--- config.mk ---
export PLATFORM = sky130hd
export DESIGN_NAME = lock_blank_indicator
export DESIGN_NICKNAME = d
export VERILOG_FILES = /design/src/verilog/lock_blank_pkg.sv /design/src/verilog/lock_blank_indicator.sv
export SDC_FILE = /design/constraint.sdc
export NUM_CORES = 1
export LEC_CHECK = 0
export BUFFER_PORTS_ARGS = -buffer_cell sky130_fd_sc_hd__buf_2
export CAP_MARGIN = 20
export CORE_UTILIZATION = 39
export CTS_CLUSTER_DIAMETER = 60
export CTS_CLUSTER_SIZE = 12
export DETAILED_ROUTE_END_ITERATION = 16
export PLACE_DENSITY = 0.75
export SYNTH_ARGS = -nofsm -noshare
export SYNTH_HDL_FRONTEND = slang
export SYNTH_SLANG_ARGS = --single-unit
--- constraint.sdc ---
create_clock -name ref_clk -period 1.5 [get_ports ref_clk]
set_input_delay 0.15 -clock ref_clk [delete_from_list [all_inputs] [get_ports ref_clk]]
set_output_delay 0.15 -clock ref_clk [all_outputs]
set_load 0.005 [all_outputs]
--- src/verilog/lock_blank_pkg.sv ---
// Package with register map, field positions, reset values and carrier types for the lock and blank indicator
`default_nettype none
package lock_blank_pkg;
  // Register byte offsets
  localparam logic [3:0] CTRL_OFFSET = 4'h0;
  localparam logic [3:0] STATUS_OFFSET = 4'h4;
  // Control register fields
  localparam int CTRL_BLANK_HOLD_BIT = 0;
  localparam int CTRL_VDRIVE_EN_BIT = 1;
  localparam int CTRL_XRAY_CLEAR_BIT = 2;
  // Status register fields
  localparam int STAT_LOCK_BIT = 0;
  localparam int STAT_BLANK_BIT = 1;
  localparam int STAT_XRAY_BIT = 2;
  localparam int STAT_SUPPLY_LOW_BIT = 3;
  localparam int STAT_CODE_LSB = 4;
  // Values after reset
  localparam logic CTRL_BLANK_HOLD_RESET = 1'b1;
  localparam logic CTRL_VDRIVE_EN_RESET = 1'b1;
  // AXI responses
  localparam logic [1:0] RESP_OKAY = 2'h0;
  localparam logic [1:0] RESP_SLVERR = 2'h2;

  // Four composite levels: bit1 = blanking, bit0 = loop locked
  typedef enum logic [1:0] {
    LVL_UNLOCK_ACTIVE = 2'b00,
    LVL_LOCK_ACTIVE = 2'b01,
    LVL_UNLOCK_BLANK = 2'b10,
    LVL_LOCK_BLANK = 2'b11
  } level_e;

  // Raw deflection timing inputs that travel together
  typedef struct packed {
    logic loop_locked;
    logic vsync;
    logic vosc_discharge;
    logic supply_low;
    logic xray_over;
  } timing_in_s;
endpackage
`default_nettype wire

--- src/verilog/lock_blank_indicator.sv ---
// Composite loop lock and early vertical blanking indicator with an AXI4-Lite control slave
//
// How it works
// RULE1: The output carries one of four codes, one for each pairing of lock state and blanking state.
// RULE2: Blanking starts at the rising edge of vertical sync or oscillator discharge, whichever is first.
// RULE3: Blanking ends at the falling edge of the oscillator discharge, whatever sync does.
// RULE4: Blanking is not stretched to cover the whole retrace, only the generated pulse.
// RULE5: With the hold bit at 1, its reset value, the blanking code is shown all the time, lock picking which.
// RULE6: A low supply forces permanent blanking whatever the hold bit says.
// RULE7: A latched over-voltage protection condition forces permanent blanking.
// RULE8: Clearing the vertical drive enable bit forces permanent blanking.
// RULE9: The protection latch sets when the input trips and clears only on low supply or a written clear bit.
// RULE10: With hold at 0 and nothing forcing, blanking shows only during the pulse, the active code otherwise.
`default_nettype none
module lock_blank_indicator (
  input wire logic ref_clk,
  input wire logic rst,
  input wire lock_blank_pkg::timing_in_s timing_in,
  output logic [1:0] lock_blank_composite_out,
  output logic vertical_drive_out_en,
  input wire logic [3:0] s_axi_awaddr,
  input wire logic s_axi_awvalid,
  output logic s_axi_awready,
  input wire logic [31:0] s_axi_wdata,
  input wire logic [3:0] s_axi_wstrb,
  input wire logic s_axi_wvalid,
  output logic s_axi_wready,
  output logic [1:0] s_axi_bresp,
  output logic s_axi_bvalid,
  input wire logic s_axi_bready,
  input wire logic [3:0] s_axi_araddr,
  input wire logic s_axi_arvalid,
  output logic s_axi_arready,
  output logic [31:0] s_axi_rdata,
  output logic [1:0] s_axi_rresp,
  output logic s_axi_rvalid,
  input wire logic s_axi_rready
);
  // Two-stage synchronisers for the pin inputs
  lock_blank_pkg::timing_in_s sync1_reg;
  lock_blank_pkg::timing_in_s sync2_reg;
  always_ff @(posedge ref_clk or posedge rst) begin
    if (rst) begin
      sync1_reg <= '0;
      sync2_reg <= '0;
    end else begin
      sync1_reg <= timing_in;
      sync2_reg <= sync1_reg;
    end
  end

  // Previous values for edge detection, read from the second stage only
  logic vsync_prev_reg;
  logic vosc_prev_reg;
  always_ff @(posedge ref_clk or posedge rst) begin
    if (rst) begin
      vsync_prev_reg <= 1'b0;
      vosc_prev_reg <= 1'b0;
    end else begin
      vsync_prev_reg <= sync2_reg.vsync;
      vosc_prev_reg <= sync2_reg.vosc_discharge;
    end
  end

  wire logic vsync_rise = sync2_reg.vsync & ~vsync_prev_reg;
  wire logic vosc_rise = sync2_reg.vosc_discharge & ~vosc_prev_reg;
  wire logic vosc_fall = ~sync2_reg.vosc_discharge & vosc_prev_reg;

  // Early blanking pulse: first leading edge starts, discharge trailing edge ends
  logic pulse_reg;
  logic pulse_next;
  assign pulse_next = vosc_fall ? 1'b0 : // see RULE3 see RULE4
                      ((vsync_rise | vosc_rise) ? 1'b1 : pulse_reg); // see RULE2
  always_ff @(posedge ref_clk or posedge rst) begin
    if (rst) begin
      pulse_reg <= 1'b0;
    end else begin
      pulse_reg <= pulse_next;
    end
  end

  // Control register and write handshake
  logic blank_hold_select_reg;
  logic vertical_drive_enable_reg;
  logic xray_latch_clear_reg;
  logic aw_seen_reg;
  logic w_seen_reg;
  logic [3:0] awaddr_reg;
  logic [31:0] wdata_reg;
  logic [3:0] wstrb_reg;
  wire logic aw_take = s_axi_awvalid & s_axi_awready;
  wire logic w_take = s_axi_wvalid & s_axi_wready;
  wire logic aw_have = aw_seen_reg | aw_take;
  wire logic w_have = w_seen_reg | w_take;
  wire logic [3:0] wr_addr = aw_seen_reg ? awaddr_reg : s_axi_awaddr;
  wire logic [31:0] wr_data = w_seen_reg ? wdata_reg : s_axi_wdata;
  wire logic [3:0] wr_strb = w_seen_reg ? wstrb_reg : s_axi_wstrb;
  wire logic wr_fire = aw_have & w_have & ~s_axi_bvalid;
  wire logic wr_ctrl = wr_fire & (wr_addr == lock_blank_pkg::CTRL_OFFSET);
  wire logic wr_ok = (wr_addr == lock_blank_pkg::CTRL_OFFSET) | (wr_addr == lock_blank_pkg::STATUS_OFFSET);
  wire logic wr_ctrl_lane0 = wr_ctrl & wr_strb[0];

  always_ff @(posedge ref_clk or posedge rst) begin
    if (rst) begin
      aw_seen_reg <= 1'b0;
      w_seen_reg <= 1'b0;
      awaddr_reg <= 4'h0;
      wdata_reg <= 32'h0;
      wstrb_reg <= 4'h0;
      s_axi_awready <= 1'b1;
      s_axi_wready <= 1'b1;
      s_axi_bvalid <= 1'b0;
      s_axi_bresp <= lock_blank_pkg::RESP_OKAY;
    end else begin
      if (aw_take) begin
        awaddr_reg <= s_axi_awaddr;
      end
      if (w_take) begin
        wdata_reg <= s_axi_wdata;
        wstrb_reg <= s_axi_wstrb;
      end
      aw_seen_reg <= aw_have & ~wr_fire;
      w_seen_reg <= w_have & ~wr_fire;
      s_axi_awready <= ~(aw_have | s_axi_bvalid) | (s_axi_bvalid & s_axi_bready & ~aw_seen_reg);
      s_axi_wready <= ~(w_have | s_axi_bvalid) | (s_axi_bvalid & s_axi_bready & ~w_seen_reg);
      if (wr_fire) begin
        s_axi_bvalid <= 1'b1;
        s_axi_bresp <= wr_ok ? lock_blank_pkg::RESP_OKAY : lock_blank_pkg::RESP_SLVERR;
      end else if (s_axi_bready) begin
        s_axi_bvalid <= 1'b0;
      end
    end
  end

  // Control bits; clear bit is a one-cycle pulse
  always_ff @(posedge ref_clk or posedge rst) begin
    if (rst) begin
      blank_hold_select_reg <= lock_blank_pkg::CTRL_BLANK_HOLD_RESET;
      vertical_drive_enable_reg <= lock_blank_pkg::CTRL_VDRIVE_EN_RESET;
      xray_latch_clear_reg <= 1'b0;
    end else begin
      xray_latch_clear_reg <= wr_ctrl_lane0 & wr_data[lock_blank_pkg::CTRL_XRAY_CLEAR_BIT];
      if (wr_ctrl_lane0) begin
        blank_hold_select_reg <= wr_data[lock_blank_pkg::CTRL_BLANK_HOLD_BIT];
        vertical_drive_enable_reg <= wr_data[lock_blank_pkg::CTRL_VDRIVE_EN_BIT];
      end
    end
  end

  // Protection latch: trip sets and wins, low supply or clear bit resets
  logic xray_latch_reg;
  logic xray_latch_next;
  assign xray_latch_next = sync2_reg.xray_over ? 1'b1 : // see RULE9
                           ((sync2_reg.supply_low | xray_latch_clear_reg) ? 1'b0 : xray_latch_reg);
  always_ff @(posedge ref_clk or posedge rst) begin
    if (rst) begin
      xray_latch_reg <= 1'b0;
    end else begin
      xray_latch_reg <= xray_latch_next;
    end
  end

  // Blanking selection and composite encoding
  wire logic force_blank = sync2_reg.supply_low | xray_latch_reg | ~vertical_drive_enable_reg; // see RULE6 see RULE7 see RULE8
  wire logic blank_now = blank_hold_select_reg | force_blank | pulse_reg; // see RULE5 see RULE10
  lock_blank_pkg::level_e level_next;
  assign level_next = lock_blank_pkg::level_e'({blank_now, sync2_reg.loop_locked}); // see RULE1
  always_ff @(posedge ref_clk or posedge rst) begin
    if (rst) begin
      lock_blank_composite_out <= lock_blank_pkg::LVL_UNLOCK_BLANK;
      vertical_drive_out_en <= 1'b0;
    end else begin
      lock_blank_composite_out <= level_next;
      vertical_drive_out_en <= vertical_drive_enable_reg;
    end
  end

  // Read channel
  wire logic rd_take = s_axi_arvalid & s_axi_arready;
  wire logic [31:0] ctrl_word = {29'h0, 1'b0, vertical_drive_enable_reg, blank_hold_select_reg};
  wire logic [31:0] stat_word = {26'h0, lock_blank_composite_out, sync2_reg.supply_low, xray_latch_reg,
                                 pulse_reg, sync2_reg.loop_locked};
  always_ff @(posedge ref_clk or posedge rst) begin
    if (rst) begin
      s_axi_arready <= 1'b1;
      s_axi_rvalid <= 1'b0;
      s_axi_rdata <= 32'h0;
      s_axi_rresp <= lock_blank_pkg::RESP_OKAY;
    end else if (rd_take) begin
      s_axi_arready <= 1'b0;
      s_axi_rvalid <= 1'b1;
      s_axi_rdata <= (s_axi_araddr == lock_blank_pkg::CTRL_OFFSET) ? ctrl_word :
                     ((s_axi_araddr == lock_blank_pkg::STATUS_OFFSET) ? stat_word : 32'h0);
      s_axi_rresp <= ((s_axi_araddr == lock_blank_pkg::CTRL_OFFSET) | (s_axi_araddr == lock_blank_pkg::STATUS_OFFSET))
                     ? lock_blank_pkg::RESP_OKAY : lock_blank_pkg::RESP_SLVERR;
    end else if (s_axi_rvalid & s_axi_rready) begin
      s_axi_rvalid <= 1'b0;
      s_axi_arready <= 1'b1;
    end
  end
endmodule
`default_nettype wire

==> results_dict.tcl <==
set metrics [dict create \
    outcome "complete, but fails checks" \
    violations "setup timing" \
    syn_inst 139 \
    postLayoutCoreUtil_pct 49.1 \
    grt_util_all_layers_pct 12.4 \
    max_freq_mhz 592 \
    largest_register_ffs 6 \
    slew_violations 0 \
    setup_viol 2 \
    io_buffers 39 \
    wl_mm 2.67 \
    synth.cell_area_um2 1800 \
    min_path_type "input port to flip-flop" \
    critical-path-max-stage-delay_ns 0.54 \
    num_rows 24 \
    antenna_found_initial 0 \
    critPathTopFamily "simple AND/OR/NAND/NOR gates" \
    rsz0062_at_grt "true" \
    relSlewSlack_pct 65.9 \
    crit_buf_inv 0 \
    cts_tree "yes" \
    crit_type "flip-flop to flip-flop" \
    synthTopCellsByArea "dfrtp_1, buf_4, dfstp_2" \
    synth-edff-count 0 \
    ys_seq_elements 43 \
    post_cts_resized 0 \
    gp_congestion 0.733 \
    ys.flop_type "dfrtp_1" \
    antenna_cells_inserted 0 \
    worst_path_max_delay_cell "dfstp_2" \
    period_share_pct 113 \
    fin_tns_setup_ns -0.379 \
    io_pins 100 \
    grt_pass1_vias 1080 \
    cts.sinks 43 \
    grt_max_degree 44 \
    clk_pin_slew_worst_paths_ns 0.08 \
    antenna_left 0 \
    clk_latency_ns 0.29 \
    critical_path_arrival_ns 1.91 \
    routed_via_density 4.26 \
    power_leakage_nw 1.06 \
    multi_input_comb_area_um2 573 \
    worst_slack_ns -0.190 \
    die_area_um2 4900 \
    hpwl_mm 1.94 \
    cts_made_buffers 5 \
    place_area_um2 1990 \
    postSynth.asyncResetShare_pct 100 \
    htreeDepth 2 \
    yosysWarnings 0 \
    postLayoutCellArea_um2 2150 \
    nFillCells 410 \
    required_ns 1.72 \
    die_w_um 70.0 \
    clock-root-buffer "clkbuf_8" \
    syn_area_per_cell_um2 13.0 \
    ys_seq_area_share_pct 60.1 \
    yosysMostFrequentCell "dfrtp_1" \
    drc 0 \
    yosysTopAreaCellShare_pct 51.4 \
    areaGrowthSynthToFinish_pct 19.4 \
    max_cap_violations 0 \
    coreArea_um2 4380 \
    synthDistinctLibCells 29 \
    start_util_pct 41.1 \
    post_route_cells_drive_above_1_share_pct 39.5 \
    die_height_um 70.0 \
    ir_worst_vdd_mv 1.07 \
    synth_largest_area_cell "dfrtp_1" \
    finalCriticalPeriod_ns 1.69 \
    path_max_fanout 3 \
    worst_clock_skew_ns 0.00579 \
    final_nets 250 \
    finalHoldViolations 0 \
    crit_chain "a21oi_2 > or3_4 > nor4_4 > mux2_1" \
    vias 1053 \
    endpoint_kind "flip-flop" \
    seqCellArea_um2 1080 \
    grt_pass1_wl_mm 4.61 \
    power_density_nw_per_um2 1520 \
    overflow 0 \
    start_kind "flip-flop" \
    clock_path_buffers 2 \
    routed_wire_length_per_instance_um 10.8 \
    firstDrtPassIters 4 \
    post-cts-setup-buffer-count 0 \
    netlist_top_cells_count "dfrtp_1, buf_4, mux2_2" \
    drtIter0Drc 30 \
    tightest_slew_ns 0.512 \
]
report_power, final:
group	switching [mW]	internal, mW
registers	0.156	1.47
clock network	0.374	0.418
logic	0.362	0.492
total	0.892	2.38
worst reg2reg max path, cell delays in order (launching register included):
cell     delay, ns
dfstp_2       0.54
a21oi_2       0.06
or3_4         0.38
nor4_4        0.29
mux2_1        0.35
per-layer routing:
layer,share of wire (%),wire (um),up-vias,global-route usage [%]
met4,0.94,25,0,6.67
met3,7.4,198,3,4.33
met1,44,1170,483,14.4
li1,-,-,517,-
met5,0,0,-,0
met2,48,1270,50,20.0
per-stage QoR:
| stage | instances | power (mW) | hold WS, ns | setup slack, ns |
|---|---|---|---|---|
| 6_report | 247 | 3.27 | 0.0213 | -0.190 |
| 5_1_grt | 247 | 3.50 | 0.0333 | -0.254 |
| 4_1_cts | 247 | 3.32 | 0.00918 | -0.200 |
| 3_5_place_dp | 233 | 2.50 | 0.259 | -0.184 |
| 3_3_place_gp | 233 | 2.47 | 0.259 | -0.180 |
| 2_1_floorplan | 166 | 2.21 | 0.181 | -0.148 |
cell families after synthesis:
logic type,Yosys count,synth area share (%)
AND/OR/NAND/NOR,26,8.26
other,1,0.208
buffers and inverters,36,13.9
AO/OA/AOI/OAI,13,5.34
multiplexers,20,12.1
flip-flops,43,60.1
cells in the final DEF, fill, tap and decap left out, types with 2 or more instances in the layout:
master,netlist,final
nor3_1,2,2
clkbuf_8,0,7
dlygate4sd3_1,0,6
inv_1,5,5
nand2_1,6,6
dfrtp_1,37,37
a21oi_2,1,2
mux2_2,13,13
dfstp_2,6,6
a22o_1,4,4
buf_2,0,39
mux2i_1,5,5
o21ai_0,2,2
o31ai_1,2,2
mux2_1,2,2
buf_4,31,7
nor2_1,8,8
conb_1,1,28
final cells by class:
cell class	instances	share of cell area, %
sequential	43	50.3
inverter	5	0.872
tap	52	3.02
timing repair buffer	52	14.3
multi-input combinational	87	26.6
clock inverter	1	0.349
clock buffer	7	4.48
worst paths after layout:
kind,from,end,slack [ns],depth (start not counted)
hold / removal,s_axi_arvalid,s_axi_arready$_DFFE_PP1P_,0.02,2
setup reg to reg,s_axi_wready$_DFF_PP1_,vertical_drive_enable_reg$_DFFE_PP1P_,-0.19,4
max in group asynchronous,rst,s_axi_arready$_DFFE_PP1P_,0.60,4
setup / recovery,s_axi_wready$_DFF_PP1_,vertical_drive_enable_reg$_DFFE_PP1P_,-0.19,4
hold reg to reg,sync1_reg[4]$_DFF_PP0_,level_next[0]$_DFF_PP0_,0.35,0
min in group asynchronous,rst,vosc_prev_reg$_DFF_PP0_,0.53,4
repair_timing:
| item | CTS | global route |
|---|---|---|
| hold buffers | 6 | 0 |
| gates cloned | 0 | 0 |
| pin swaps | 0 | 0 |
| hold endpoints to repair | 42 | 0 |
| setup endpoints to repair | 3 | 4 |
(Power assumes the default switching activity.)
